<file path="src/core/rdc_pkg.sv">
package rdc_pkg;

  // Each chunk strobe bit and each tag nibble covers one slice of this width.
  localparam int RDC_SLICE_W      = 128;
  localparam int RDC_TAG_PER_SL   = 4;
  localparam int RDC_DATA_MAX     = 256;
  localparam int RDC_SLICE_MAX    = RDC_DATA_MAX / RDC_SLICE_W;
  localparam int RDC_SLICE_IDX_W  = (RDC_SLICE_MAX > 1) ? $clog2(RDC_SLICE_MAX) : 1;
  localparam int RDC_TAG_MAX      = RDC_SLICE_MAX * RDC_TAG_PER_SL;
  localparam int RDC_ID_MAX       = 16;
  localparam int RDC_USER_MAX     = 8;
  localparam int RDC_RESP_W       = 4;
  localparam int RDC_LEN_W        = 8;
  localparam int RDC_QOS_W        = 4;

  // Default configuration of the interface.
  localparam int RDC_DATA_DEF     = 256;
  localparam int RDC_ID_DEF       = 8;
  localparam int RDC_USER_DEF     = 4;

  // Cycle after reset release at which the priority override is captured.
  localparam logic [1:0] RDC_CAP_CYCLE = 2'h2;

  // Reset values.
  localparam logic [RDC_LEN_W-1:0] RDC_BEAT_RST = 8'h00;
  localparam logic [RDC_QOS_W-1:0] RDC_QOS_RST  = 4'h0;

  // One beat as the network side offers it.
  typedef struct packed {
    logic [RDC_ID_MAX-1:0]      id;
    logic [RDC_DATA_MAX-1:0]    data;
    logic [RDC_RESP_W-1:0]      resp;
    logic [RDC_USER_MAX-1:0]    user;
    logic                       trace;
    logic                       loop;
    logic                       idunq;
    logic                       chunk_en;
    logic [RDC_SLICE_IDX_W-1:0] start_slice;
    logic [RDC_LEN_W-1:0]       len;
    logic [RDC_TAG_MAX-1:0]     tag;
  } rdc_src_beat_t;

  // One beat as it leaves on the read data channel.
  typedef struct packed {
    logic [RDC_ID_MAX-1:0]    id;
    logic [RDC_DATA_MAX-1:0]  data;
    logic [RDC_RESP_W-1:0]    resp;
    logic                     last;
    logic [RDC_USER_MAX-1:0]  user;
    logic                     trace;
    logic                     loop;
    logic                     idunq;
    logic                     chunkv;
    logic [RDC_LEN_W-1:0]     chunknum;
    logic [RDC_SLICE_MAX-1:0] chunkstrb;
    logic [RDC_TAG_MAX-1:0]   tag;
  } rdc_rbeat_t;

endpackage

</file>
<file path="src/core/rdc_read_data_chan.sv">
`timescale 1ns/100ps
module rdc_read_data_chan
  import rdc_pkg::*;
#(
  parameter int ID_W   = RDC_ID_DEF,   // Read ID width.
  parameter int DATA_W = RDC_DATA_DEF, // Read data width.
  parameter int USER_W = RDC_USER_DEF  // User extension width.
)
(
  input  wire logic                 mclk,          // Interface clock.
  input  wire logic                 nrst,          // Async reset, low.
  input  wire logic                 src_valid,     // Network offers a beat.
  output logic                      src_ready,     // Beat taken this edge.
  input  wire rdc_src_beat_t        src_beat,      // Offered beat.
  output logic [ID_W-1:0]           r_id,          // Read data ID.
  output logic [DATA_W-1:0]         r_data,        // Read data.
  output logic [RDC_RESP_W-1:0]     r_resp,        // Read response.
  output logic                      r_last,        // Final beat.
  output logic [USER_W-1:0]         r_user,        // User extension.
  output logic                      r_valid,       // Beat valid.
  input  wire logic                 r_ready,       // Master takes beat.
  output logic                      r_trace,       // Trace flag.
  output logic                      r_loop,        // Loop flag.
  output logic                      r_idunq,       // Unique ID, high.
  output logic                      r_chunkv,      // Chunk info valid.
  output logic [RDC_LEN_W-1:0]      r_chunknum,    // Chunk number.
  output logic [DATA_W/128-1:0]     r_chunkstrb,   // Slice strobes.
  output logic [DATA_W/128*4-1:0]   r_tag,         // Tag per slice.
  input  wire logic [RDC_QOS_W-1:0] reset_sampled_priority_override, // Pin.
  output logic [RDC_QOS_W-1:0]      prio_override, // Captured override.
  output logic                      prio_captured, // Override captured.
  input  wire logic                 owo_enable_in, // Ordering pin.
  output logic                      owo_enable     // Ordering enable.
);

  localparam int NSL  = DATA_W / RDC_SLICE_W;
  localparam int NTAG = NSL * RDC_TAG_PER_SL;

  // All state of this module; the output beat lives in the buffer.
  typedef struct packed {
    logic [RDC_LEN_W-1:0] beat_cnt;
    logic [RDC_LEN_W-1:0] len;
    logic                 chunk_en;
    logic [RDC_QOS_W-1:0] qos_meta;
    logic [RDC_QOS_W-1:0] qos_sync;
    logic [RDC_QOS_W-1:0] qos_val;
    logic [1:0]           cap_cnt;
    logic                 captured;
    logic                 owo_meta;
    logic                 owo_sync;
  } rdc_state_t;

  rdc_state_t             st_reg;
  rdc_state_t             st_next;
  rdc_rbeat_t             beat;
  rdc_rbeat_t             out_beat;
  logic                   buf_ready;
  logic                   push;
  logic                   first;
  logic [RDC_LEN_W-1:0]   cur_len;
  logic                   cur_chunk;
  logic [NSL-1:0]         strb;
  logic [NSL-1:0]         all_slices;
  logic [NSL-1:0]         first_slices;
  logic [RDC_TAG_MAX-1:0] tag_mask;

  // Widths beyond the package carriers cannot be served.
  initial
  begin
    if (ID_W < 1 || ID_W > RDC_ID_MAX)
      $error("rdc_read_data_chan: ID_W out of range.");
    if (DATA_W < RDC_SLICE_W || DATA_W > RDC_DATA_MAX ||
        (DATA_W % RDC_SLICE_W) != 0)
      $error("rdc_read_data_chan: DATA_W must be n*128 up to max.");
    if (USER_W < 1 || USER_W > RDC_USER_MAX)
      $error("rdc_read_data_chan: USER_W out of range.");
  end

  // Masks that select the slices this data width really has, and those from start_slice up.
  generate
    genvar g;
    for (g = 0; g < NSL; g = g + 1)
    begin : g_slice
      assign all_slices[g]   = 1'b1;
      assign first_slices[g] = (g >= int'(src_beat.start_slice));
    end
    for (g = 0; g < RDC_TAG_MAX; g = g + 1)
    begin : g_tag
      assign tag_mask[g] = (g < NTAG);
    end
  endgenerate

  // Build the outgoing beat and advance the per-transaction counters.
  always_comb
  begin
    st_next   = st_reg;
    push      = src_valid && buf_ready;
    first     = (st_reg.beat_cnt == RDC_BEAT_RST);
    cur_len   = first ? src_beat.len : st_reg.len;
    cur_chunk = first ? src_beat.chunk_en : st_reg.chunk_en;
    strb      = first ? first_slices : all_slices;

    beat          = '0;
    beat.id       = src_beat.id;
    beat.data     = src_beat.data;
    beat.resp     = src_beat.resp;
    beat.user     = src_beat.user;
    beat.trace    = src_beat.trace;
    beat.loop     = src_beat.loop;
    beat.idunq    = src_beat.idunq;
    // The tag rides in the same buffer entry as its data word.
    beat.tag      = src_beat.tag & tag_mask;
    beat.last     = (st_reg.beat_cnt == cur_len);
    beat.chunkv   = cur_chunk;
    if (cur_chunk)
    begin
      // Chunk number is the beat index within the transaction.
      beat.chunknum                = st_reg.beat_cnt;
      beat.chunkstrb[NSL-1:0]      = strb;
    end

    if (push)
    begin
      if (first)
      begin
        st_next.len      = src_beat.len;
        st_next.chunk_en = src_beat.chunk_en;
      end
      if (beat.last)
        st_next.beat_cnt = RDC_BEAT_RST;
      else
        st_next.beat_cnt = st_reg.beat_cnt + 8'h01;
    end

    // Static pins pass two flops before anything looks at them.
    st_next.qos_meta = reset_sampled_priority_override;
    st_next.qos_sync = st_reg.qos_meta;
    st_next.owo_meta = owo_enable_in;
    st_next.owo_sync = st_reg.owo_meta;

    // The override is taken once, after the synchroniser has filled, so
    // a later wiggle on the pin has no effect until the next reset.
    if (!st_reg.captured)
    begin
      if (st_reg.cap_cnt == RDC_CAP_CYCLE)
      begin
        st_next.qos_val  = st_reg.qos_sync;
        st_next.captured = 1'b1;
      end
      else
        st_next.cap_cnt = st_reg.cap_cnt + 2'h1;
    end
  end

  // Single state register of the module.
  always_ff @(posedge mclk or negedge nrst)
  begin
    if (!nrst)
      st_reg <= '{beat_cnt: RDC_BEAT_RST, len: RDC_BEAT_RST, chunk_en: 1'b0,
                  qos_meta: RDC_QOS_RST, qos_sync: RDC_QOS_RST,
                  qos_val: RDC_QOS_RST, cap_cnt: 2'h0, captured: 1'b0,
                  owo_meta: 1'b0, owo_sync: 1'b0};
    else
      st_reg <= st_next;
  end

  // Two entries so that a stalled master loses no beat.
  rdc_skid_buf #(
    .W ($bits(rdc_rbeat_t))
  ) u_buf (
    .mclk    (mclk),
    .nrst    (nrst),
    .s_valid (src_valid),
    .s_ready (buf_ready),
    .s_data  (beat),
    .m_valid (r_valid),
    .m_ready (r_ready),
    .m_data  (out_beat)
  );

  // Outputs are slices of buffer and state flops.
  assign src_ready     = buf_ready;
  assign r_id          = out_beat.id[ID_W-1:0];
  assign r_data        = out_beat.data[DATA_W-1:0];
  assign r_resp        = out_beat.resp;
  assign r_last        = out_beat.last;
  assign r_user        = out_beat.user[USER_W-1:0];
  assign r_trace       = out_beat.trace;
  assign r_loop        = out_beat.loop;
  assign r_idunq       = out_beat.idunq;
  assign r_chunkv      = out_beat.chunkv;
  assign r_chunknum    = out_beat.chunknum;
  assign r_chunkstrb   = out_beat.chunkstrb[NSL-1:0];
  assign r_tag         = out_beat.tag[NTAG-1:0];
  assign prio_override = st_reg.qos_val;
  assign prio_captured = st_reg.captured;
  assign owo_enable    = st_reg.owo_sync;

endmodule

</file>
<file path="src/core/rdc_skid_buf.sv">
`timescale 1ns/100ps
module rdc_skid_buf
  import rdc_pkg::*;
#(
  parameter int W = 8
)
(
  input  wire logic         mclk,    // Interface clock.
  input  wire logic         nrst,    // Asynchronous reset, active low.
  input  wire logic         s_valid, // Fill side offers a word.
  output logic              s_ready, // Room for a word, from a flop.
  input  wire logic [W-1:0] s_data,  // Word offered.
  output logic              m_valid, // Head word valid, decoded from the count flops.
  input  wire logic         m_ready, // Drain side takes the head.
  output logic [W-1:0]      m_data   // Head word, from a flop.
);

  typedef struct packed {
    logic [1:0]   cnt;
    logic         rdy;
    logic [W-1:0] head;
    logic [W-1:0] tail;
  } rdc_buf_st_t;

  rdc_buf_st_t st_reg;
  rdc_buf_st_t st_next;
  logic        push;
  logic        pop;

  initial
  begin
    if (W < 1)
      $error("rdc_skid_buf: W must be positive.");
  end

  // Two entries keep full throughput even though ready is registered.
  always_comb
  begin
    st_next = st_reg;
    push    = s_valid && st_reg.rdy;
    pop     = m_ready && (st_reg.cnt != 2'h0);
    case ({push, pop})
      2'b10:
      begin
        if (st_reg.cnt == 2'h0)
          st_next.head = s_data;
        else
          st_next.tail = s_data;
        st_next.cnt = st_reg.cnt + 2'h1;
      end
      2'b01:
      begin
        st_next.head = st_reg.tail;
        st_next.cnt  = st_reg.cnt - 2'h1;
      end
      2'b11:
      begin
        if (st_reg.cnt == 2'h1)
          st_next.head = s_data;
        else
        begin
          st_next.head = st_reg.tail;
          st_next.tail = s_data;
        end
      end
      default:
      begin
        st_next.cnt = st_reg.cnt;
      end
    endcase
    st_next.rdy = (st_next.cnt != 2'h2);
  end

  // The head stays put until the drain side takes it.
  always_ff @(posedge mclk or negedge nrst)
  begin
    if (!nrst)
      st_reg <= '{cnt: 2'h0, rdy: 1'b1, head: '0, tail: '0};
    else
      st_reg <= st_next;
  end

  assign s_ready = st_reg.rdy;
  assign m_valid = (st_reg.cnt != 2'h0);
  assign m_data  = st_reg.head;

endmodule

</file>
<file path="config.mk">
export PLATFORM = sky130hd
export DESIGN_NAME = rdc_read_data_chan
export DESIGN_NICKNAME = d
export VERILOG_FILES = /design/src/core/rdc_pkg.sv /design/src/core/rdc_read_data_chan.sv /design/src/core/rdc_skid_buf.sv
export SDC_FILE = /design/constraint.sdc
export NUM_CORES = 1
export LEC_CHECK = 0
export BUFFER_PORTS_ARGS = -buffer_cell sky130_fd_sc_hd__clkbuf_2
export CORE_MARGIN = 5
export CORE_UTILIZATION = 50
export CTS_BUF_LIST = sky130_fd_sc_hd__clkbuf_8
export DETAILED_ROUTE_END_ITERATION = 7
export PLACE_DENSITY_LB_ADDON = 0.15
export SETUP_SLACK_MARGIN = 0.2
export SLEW_MARGIN = 15
export SYNTH_ARGS = -nofsm -noshare
export SYNTH_HDL_FRONTEND = slang
export SYNTH_SLANG_ARGS = --single-unit
</file>
<file path="constraint.sdc">
create_clock -name mclk -period 2.27 [get_ports mclk]
set_input_delay 0 -clock mclk [delete_from_list [all_inputs] [get_ports mclk]]
set_output_delay 0 -clock mclk [all_outputs]
set_load 0.005 [all_outputs]
</file>
==> results.sh, run 1 <==
export IMPL_p_comb_share_pct=43.0
export IMPL_synth_top_area_share_pct=56.9
export IMPL_synth_edf_count=0
export IMPL_area_delta_synth_final_pct=33.0
export IMPL_num_vias=21600
export IMPL_min_path_type="in -> async"
export IMPL_ant_nets=0
export IMPL_gr_max_usage_layer="met2"
export IMPL_ys_top_cells_by_area="dfrtp_1 57%, mux2_2 12%, a221oi_1 9.3%"
export IMPL_gp_congestion=0.873
export IMPL_fp_row_count=85
export IMPL_ff2ff_path_depth=11
export IMPL_critPathRequiredTime_ns=2.84
export IMPL_wirelength_um=84500
export IMPL_first_iter_violations=1767
export IMPL_worstMarginPinSlew_ns=0.494
export IMPL_grt_start_max_net_pins=85
export IMPL_setup_ws_ns=0.176
export IMPL_seq_area_um2=15600
export IMPL_power_density_nw_per_um2=1450
export IMPL_clk_transition_reported_paths_ns=0.06
export IMPL_grtUsageMet1_pct=35.0
export IMPL_critPathSlowestCell="dfrtp_1"
export IMPL_path_delay_family="buffers and inverters"
export IMPL_dieHeight_um=244
export IMPL_track_usage_pct=26.7
export IMPL_drc=0
export IMPL_p_int_w=0.0330
export IMPL_die_area_um2=59700
export IMPL_fin_setup_tns_ns=0
export IMPL_hold_viol_final=0
export IMPL_cts_path_max_buffers=3
export IMPL_switchingPower_w=0.0199
export IMPL_preCtsSetupSlack_ns=0.0491
export IMPL_critPathCaptureType="register"
export IMPL_critPathBufInv=5
export IMPL_final_cell_mix="620 x dfrtp_1, 603 x clkbuf_2, 585 x nor2_1"
export IMPL_use_met3_pct=7.20
export IMPL_finalMaxSlewViolations=0
export IMPL_p_clk_share_pct=18.9
export IMPL_p_sw_share_pct=37.6
export IMPL_largest_register_ffs=296
export IMPL_fillers=3918
export IMPL_finClkSkew_ns=0.0398
export IMPL_status="complete, no violations"
export IMPL_synthFlopType="dfrtp_1"
export IMPL_grt_pass1_wl_um=128000
export IMPL_async_reset_ff_share_pct=100
export IMPL_numPortBuffers=604
export IMPL_num_nets_final=3410
export IMPL_leakage_nw=16.7
export IMPL_slowest_delay_ns=0.37
export IMPL_yosysWarningCount=0
export IMPL_drv_cap=0
export IMPL_firstDrtPassIters=5
export IMPL_reg2reg_to="u_buf.st_reg[208]"
export IMPL_p_seq_share_pct=38.2
export IMPL_via_per_inst=5.56
export IMPL_grt_pass1_vias=21900
export IMPL_layout_commonest_cell="dfrtp_1"
export IMPL_cts_made_buffers=104
export IMPL_path_cells="inv_2, ha_4, nor2b_4, inv_2, ha_4, nand2_4, nand3_4, buf_12, buf_12, buf_16, mux2_4"
export IMPL_ir_drop_mv=0.824
export IMPL_grt_overflow=0
export IMPL_grtUsageMet2_pct=43.4
export IMPL_critical_path_class="reg -> reg"
export IMPL_timing_hold_ws_ns=0.0737
export IMPL_grt_setup_unrepaired="yes"
export IMPL_die_x_um=244
export IMPL_fin_total_pwr_w=0.0529
export IMPL_max_freq_mhz=478
export IMPL_yosysTopAreaCell="dfrtp_1"
export IMPL_syn_area_um2=27500
export IMPL_fin_crit_sh_pct=92.3
export IMPL_cp_max_fo=8
export IMPL_antenna_found_initial=14
export IMPL_crit_path_start_kind="register"
export IMPL_avgSynthCellArea_um2=11.5
export IMPL_design_area_um2=36500
export IMPL_regToRegSetupSlack_ns=0.18
export IMPL_drive_gt1_share_pct=41.2
export IMPL_multi_input_area_um2=9560
export IMPL_cts_root_buf="clkbuf_8"
export IMPL_io_pins=617
export IMPL_wl_per_cell_um=21.8
export IMPL_cts_tree="built"
export IMPL_rr_startpoint="u_buf.st_reg[615]"
export IMPL_yosysSeqAreaShare_pct=57.0
export IMPL_clk_latency_ns=0.71
export IMPL_syn_inst=2388
export IMPL_ys_ff_latch=625
export IMPL_core_um2=54100
export IMPL_setup_viol=0
export IMPL_start_util_pct=50.7
export IMPL_cts_sinks=625
export IMPL_htreeDepth=3
export IMPL_maxSlewHeadroom_pct=67.0
export IMPL_ys_types=44
export IMPL_finalCriticalPeriod_ns=2.09
export IMPL_place_area_um2=29800
export IMPL_hpwl_um=53900
export IMPL_synth_fp_nets=2710
export IMPL_crit_arrival_ns=2.66
[Yosys cell counts, types with 2 or more instances]
cell type / instances
dfrtp_1: 624
nor2_1: 593
buf_4: 294
mux2_2: 294
a221oi_1: 293
clkbuf_1: 92
buf_2: 52
buf_1: 21
nand2_1: 20
inv_1: 19
o21ai_0: 10
a22o_1: 9
ha_1: 8
a21oi_1: 7
xnor2_1: 6
nor2b_1: 5
nand3_1: 4
nand4_1: 4
xor2_1: 4
and3_1: 3
a222oi_1: 2
o22ai_1: 2
[worst register-to-register path, cell delays in order, from the launching register on]
cell and delay [ns]:
dfrtp_1 0.37, inv_2 0.06, ha_4 0.16, nor2b_4 0.17
inv_2 0.08, ha_4 0.18, nand2_4 0.06, nand3_4 0.12
buf_12 0.18, buf_12 0.16, buf_16 0.14, mux2_4 0.30
[layer usage]
metal | vias up | wire [um]
met5 | - | 39
met3 | 185 | 6790
met2 | 963 | 41200
met4 | 6 | 2760
li1 | 9585 | -
met1 | 10900 | 33700
[layout make-up]
class,instances,share of cell area (%)
antenna,15,0.103
clock buffer,134,5.05
tap,696,2.38
multi-input combinational,1285,26.2
clock inverter,59,0.795
sequential,625,42.8
timing repair buffer,1053,22.5
inverter,19,0.195
[repair_timing]
item,in CTS,in global routing
endpoints found under the setup margin,508,587
endpoints found under the hold margin,1156,0
gates resized for setup,35,112
buffers inserted,11,11
hold buffers,307,0
pin swaps,2,10
gates cloned,5,13
[logic make-up after synthesis]
| logic type | Yosys count | synth area share (%) |
|---|---|---|
| compound gates | 336 | 10.5 |
| xor+xnor | 10 | 0.319 |
| fa+ha+maj | 8 | 0.365 |
| buf+inv | 478 | 10.8 |
| flops | 625 | 57.0 |
| mux | 295 | 12.1 |
| simple gates | 636 | 8.95 |
[power by group through the flow]
stage	logic [W]	clock network (W)	registers [W]
after global placement	0.0195	0	0.0198
after detailed placement	0.0200	0	0.0201
after CTS	0.0211	0.0102	0.0199
after floorplan	0.0158	0	0.0189
final	0.0227	0.00998	0.0202
after global routing	0.0247	0.0107	0.0207
[per-stage QoR]
step	util [%]	cells
floorplan	-	2388
global placement	55.1	3331
detailed placement	55.1	3331
CTS	65.6	3847
global route	67.4	3882
finish	67.5	3886
[worst max path at each step]
| stage | startpoint | end | slack (ns) | cells after the start |
|---|---|---|---|---|
| after global routing | u_buf.st_reg[615] | u_buf.st_reg[208] | 0.12 | 11 |
| after floorplan | u_buf.s_ready | u_buf.st_reg[100] | 0.20 | 10 |
| final | u_buf.st_reg[615] | u_buf.st_reg[208] | 0.18 | 11 |
| after CTS | u_buf.s_ready | u_buf.st_reg[214] | 0.15 | 9 |
| after global placement | u_buf.st_reg[615] | u_buf.st_reg[102] | 0.09 | 9 |
| after detailed placement | u_buf.st_reg[615] | u_buf.st_reg[106] | 0.05 | 9 |
No activity file was read; power rests on OpenSTA's default activity.
==> run 2, diff against run 1 <==
Settings changed: SETUP_SLACK_MARGIN 0.2 to unset.
==> results.sh, run 2 (same netlist as run 1, synthesis figures left out) <==
export IMPL_die_x_um=244
export IMPL_start_util_pct=50.7
export IMPL_cp_max_fo=18
export IMPL_final_cell_mix="624 x dfrtp_1, 603 x clkbuf_2, 592 x nor2_1"
export IMPL_clk_latency_ns=0.67
export IMPL_cp_startpoint="u_buf.st_reg[616]"
export IMPL_fin_setup_tns_ns=0
export IMPL_track_usage_pct=25.9
export IMPL_drv_cap=0
export IMPL_htreeDepth=3
export IMPL_drive_gt1_share_pct=39.2
export IMPL_use_met3_pct=6.56
export IMPL_grtUsageMet2_pct=42.3
export IMPL_worstMarginPinSlew_ns=0.524
export IMPL_critical_path_class="reg -> reg"
export IMPL_num_vias=21300
export IMPL_finalMaxSlewViolations=0
export IMPL_finalCriticalPeriod_ns=2.26
export IMPL_fin_total_pwr_w=0.0509
export IMPL_dieHeight_um=244
export IMPL_ant_nets=0
export IMPL_grt_pass1_vias=22300
export IMPL_leakage_nw=16.4
export IMPL_grt_pass1_wl_um=125000
export IMPL_area_delta_synth_final_pct=29.9
export IMPL_grtUsageMet1_pct=32.7
export IMPL_hpwl_um=53200
export IMPL_gr_max_usage_layer="met2"
export IMPL_die_area_um2=59700
export IMPL_cts_tree="built"
export IMPL_io_pins=617
export IMPL_layout_cells_non_filler=3859
export IMPL_cts_root_buf="clkbuf_8"
export IMPL_numPortBuffers=604
export IMPL_rr_startpoint="u_buf.st_reg[616]"
export IMPL_grt_overflow=0
export IMPL_critPathCaptureType="register"
export IMPL_first_iter_violations=1251
export IMPL_fp_row_count=85
export IMPL_min_path_type="in -> reg"
export IMPL_cts_made_buffers=104
export IMPL_crit_path_start_kind="register"
export IMPL_min_from="r_ready"
export IMPL_core_um2=54100
export IMPL_gp_congestion=0.857
export IMPL_max_freq_mhz=443
export IMPL_num_nets_final=3395
export IMPL_maxSlewHeadroom_pct=65.1
export IMPL_critPathRequiredTime_ns=2.81
export IMPL_power_density_nw_per_um2=1430
export IMPL_preCtsSetupSlack_ns=-0.0780
export IMPL_hold_viol_final=0
export IMPL_grt_setup_unrepaired="yes"
export IMPL_finClkSkew_ns=0.0182
export IMPL_path_cells="inv_1, ha_2, nor2b_4, ha_1, a21oi_2, nor2_4, buf_12, buf_12, buf_16, a221oi_1, nor2_1"
export IMPL_slowest_delay_ns=0.38
export IMPL_numPlacedInstances=3355
export IMPL_antenna_found_initial=14
export IMPL_cp_common_cell="buf_12"
export IMPL_cts_sinks=625
export IMPL_setup_viol=0
export IMPL_crit_arrival_ns=2.80
export IMPL_fin_crit_sh_pct=99.4
export IMPL_wirelength_um=79700
export IMPL_largest_register_ffs=296
export IMPL_fillers=4082
export IMPL_firstDrtPassIters=7
export IMPL_clk_transition_reported_paths_ns=0.06
export IMPL_ir_drop_mv=0.894
export IMPL_layout_commonest_cell="dfrtp_1"
export IMPL_cts_path_max_buffers=3
export IMPL_drc=0
export IMPL_critPathSlowestCell="dfrtp_1"
export IMPL_via_per_inst=5.53
export IMPL_grt_start_max_net_pins=89
export IMPL_setup_ws_ns=0.0131
export IMPL_wl_per_cell_um=20.7
export IMPL_status="complete, no violations"
[run 2: per-stage QoR]
stage               utilization, %  hold slack [ns]  instance area (um2)
floorplan                        -           -0.296                27500
global placement              55.7          0.00954                30100
detailed placement            55.7           0.0152                30100
CTS                           65.2           0.0151                35300
global route                  65.9           0.0599                35700
finish                        65.9           0.0568                35700
[run 2: critical path, delay by kind of cell (launching register included)]
kind	cells	cell delay, ns
AO/OA/AOI/OAI	2	0.49
adder cells (fa/ha/maj)	2	0.44
buffers and inverters	4	0.59
flip-flops	1	0.38
AND/OR/NAND/NOR	3	0.23
[run 2: cell type report]
class | count | area [um2] | area share, %
Sequential cell | 625 | 15600 | 43.9
Multi-Input combinational cell | 1285 | 9160 | 25.7
Timing Repair Buffer | 1038 | 7790 | 21.8
Clock buffer | 134 | 1840 | 5.17
Tap cell | 696 | 871 | 2.44
Clock inverter | 48 | 248 | 0.695
Inverter | 19 | 71.3 | 0.200
Antenna cell | 14 | 35.0 | 0.0982
[run 2: path summary, 6_finish.rpt]
check / endpoint / slack (ns) / cells after the start
min reg2reg: owo_enable / 0.35 / 0
max: u_buf.m_data[129] / 0.01 / 11
max reg2reg: u_buf.m_data[129] / 0.01 / 11
min in group asynchronous: u_buf.m_data[282] / 0.08 / 3
max in group asynchronous: u_buf.m_data[146] / 1.68 / 4
min: u_buf.st_reg[615] / 0.06 / 5
[run 2: report_power, final]
part	total [W]	leakage (nW)	internal, W	switching, W
clock network	0.00988	1.20	0.00539	0.00450
logic	0.0209	7.93	0.00997	0.0109
registers	0.0201	7.24	0.0167	0.00338
[run 2: layer usage]
metal | vias to the layer above | share of wire (%) | wire, um
li1 | 9506 | - | -
met1 | 10700 | 39 | 31400
met2 | 874 | 49 | 38900
met3 | 207 | 7.2 | 5770
met4 | 0 | 4.7 | 3720
met5 | - | 0 | 0
[run 2: what timing repair did]
item                                     CTS  global route
gates cloned                               0             1
hold buffers                             306             0
setup buffers                              0             1
resized for setup                          1            47
pin swaps                                  0             2
endpoints found under the setup margin   326           398
hold endpoints to repair                1205             0
==> run 3, diff against run 2 <==
--- a/config.mk
+++ b/config.mk
@@ -7,4 +7,5 @@
 export LEC_CHECK = 0
 export BUFFER_PORTS_ARGS = -buffer_cell sky130_fd_sc_hd__clkbuf_2
+export CAP_MARGIN = 15
 export CORE_MARGIN = 5
 export CORE_UTILIZATION = 50
==> constraint.sdc (replaced) <==
create_clock -name mclk -period 2.27 [get_ports mclk]
set_input_delay 0 -clock mclk [delete_from_list [all_inputs] [get_ports mclk]]
set_output_delay 0 -clock mclk [all_outputs]
set_load 0.05 [all_outputs]
==> results.sh, run 3 (same netlist as run 1, synthesis figures left out) <==
export IMPL_worstMarginPinSlew_ns=0.581
export IMPL_die_x_um=244
export IMPL_reg2reg_to="u_buf.m_data[53]"
export IMPL_firstDrtPassIters=5
export IMPL_critPathBufInv=3
export IMPL_cp_max_fo=25
export IMPL_finalMaxSlewViolations=0
export IMPL_regToRegSetupSlack_ns=0.05
export IMPL_grt_pass1_vias=22800
export IMPL_final_cell_mix="624 x dfrtp_1, 603 x clkbuf_2, 592 x nor2_1"
export IMPL_route_met3_wl_um=5680
export IMPL_path_delay_family="flip-flops"
export IMPL_drive_gt1_share_pct=38.6
export IMPL_critPathRequiredTime_ns=2.82
export IMPL_drv_cap=0
export IMPL_cts_sinks=625
export IMPL_finalCriticalPeriod_ns=2.22
export IMPL_grt_pass1_wl_um=130000
export IMPL_cp_common_cell="buf_12"
export IMPL_ant_nets=0
export IMPL_crit_arrival_ns=2.77
export IMPL_power_density_nw_per_um2=1700
export IMPL_crit_end="u_buf.m_data[53]"
export IMPL_wirelength_um=82100
export IMPL_gp_congestion=0.834
export IMPL_grt_start_max_net_pins=63
export IMPL_fin_crit_sh_pct=97.6
export IMPL_dieHeight_um=244
export IMPL_setup_viol=0
export IMPL_cts_root_buf="clkbuf_8"
export IMPL_critPathCaptureType="register"
export IMPL_die_area_um2=59700
export IMPL_largest_register_ffs=296
export IMPL_drt_met1_wl_um=32000
export IMPL_cts_path_max_buffers=3
export IMPL_drc=0
export IMPL_finClkSkew_ns=0.0285
export IMPL_wl_met2_um=41000
export IMPL_cp_depth=9
export IMPL_area_delta_synth_final_pct=30.0
export IMPL_core_um2=54100
export IMPL_ir_drop_mv=1.15
export IMPL_wl_per_cell_um=21.2
export IMPL_top_layer="met5"
export IMPL_status="complete, no violations"
export IMPL_fp_row_count=85
export IMPL_num_vias=21500
export IMPL_cts_tree="built"
export IMPL_grt_overflow=0
export IMPL_layout_commonest_cell="dfrtp_1"
export IMPL_track_usage_pct=27.0
export IMPL_place_area_um2=30300
export IMPL_crit_path_start_kind="register"
export IMPL_cts_made_buffers=103
export IMPL_via_per_inst=5.54
export IMPL_maxSlewHeadroom_pct=61.2
export IMPL_timing_hold_ws_ns=0.0708
export IMPL_first_iter_violations=1236
export IMPL_hpwl_um=56000
export IMPL_path_cells="nand2_4, ha_1, a21oi_2, nor2_4, buf_12, buf_12, buf_12, a221oi_1, nor2_1"
export IMPL_hold_viol_final=0
export IMPL_design_area_um2=35700
export IMPL_num_nets_final=3411
export IMPL_min_path_type="in -> reg"
export IMPL_leakage_nw=16.5
export IMPL_numPortBuffers=604
export IMPL_rr_startpoint="u_buf.s_ready"
export IMPL_start_util_pct=50.7
export IMPL_ff2ff_path_depth=9
export IMPL_slowest_delay_ns=0.56
export IMPL_antenna_found_initial=9
export IMPL_critical_path_class="reg -> reg"
export IMPL_max_freq_mhz=451
export IMPL_clk_transition_reported_paths_ns=0.06
export IMPL_critPathSlowestCell="dfstp_2"
export IMPL_fin_setup_tns_ns=0
export IMPL_cp_startpoint="u_buf.s_ready"
export IMPL_htreeDepth=3
export IMPL_io_pins=617
export IMPL_clk_latency_ns=0.70
==> run 3: changes by cell type in the layout (fill, tap and decap cells not counted), sizes merged <==
cell	change
clkinv	+1
diode	-6
inv	+7
clkbuf	-3
buf	+16
==> run 3: routing by layer <==
| layer | global-route usage (%) | vias up |
|---|---|---|
| met5 | 0 | - |
| met4 | 10.6 | 2 |
| met3 | 6.54 | 219 |
| met2 | 45.6 | 823 |
| met1 | 33.9 | 10900 |
| li1 | - | 9541 |
==> run 3: timing repair <==
item / in CTS / in global routing
resized for setup: 2 / 25
setup endpoints to repair: 282 / 427
pin swaps: 0 / 2
hold buffers: 306 / 0
gates cloned: 0 / 2
setup buffers: 0 / 1
endpoints found under the hold margin: 1228 / 0
==> run 3: cell type report <==
type,instances,area (um2)
clock inverter,56,283
multi-input combinational,1285,9040
timing repair buffer,1055,7970
antenna,8,20.0
fill,4049,18400
tap,696,871
sequential,625,15600
clock buffer,130,1790
inverter,19,71.3
==> run 3: metrics by stage <==
step / cells / util (%) / power (W) / setup slack [ns]
4_1_cts: 3863 / 65.5 / 0.0605 / 0.0199
3_5_place_dp: 3371 / 56.0 / 0.0502 / -0.115
5_1_grt: 3873 / 65.9 / 0.0641 / -0.0551
2_1_floorplan: 2388 / - / 0.0442 / -0.00694
3_3_place_gp: 3371 / 56.0 / 0.0493 / 0.0101
6_report: 3874 / 65.9 / 0.0606 / 0.0541
==> run 3: worst min path at each step <==
stage                        end  cells past startpoint     startpoint  slack [ns]
6_report       u_buf.st_reg[616]                      4        r_ready        0.07
5_1_grt        u_buf.st_reg[160]                      3  src_beat[158]        0.05
4_1_cts        u_buf.st_reg[616]                      4        r_ready        0.02
3_5_place_dp    u_buf.m_data[45]                      1           nrst        0.08
3_3_place_gp    u_buf.m_data[45]                      1           nrst        0.07
2_1_floorplan         owo_enable                      0           nrst       -0.30
==> run 3: report_power, final <==
group	leakage (nW)	total, W	switching, W	internal (W)
registers	7.24	0.0200	0.00325	0.0167
logic	8.01	0.0309	0.0206	0.0103
clock network	1.22	0.00977	0.00451	0.00526
==> run 3: worst reg2reg max path, cell delays in order (launching register included) <==
cell and delay, ns:
dfstp_2 0.56, nand2_4 0.11, ha_1 0.26, a21oi_2 0.17, nor2_4 0.07, buf_12 0.18, buf_12 0.19, buf_12 0.17
a221oi_1 0.32, nor2_1 0.08
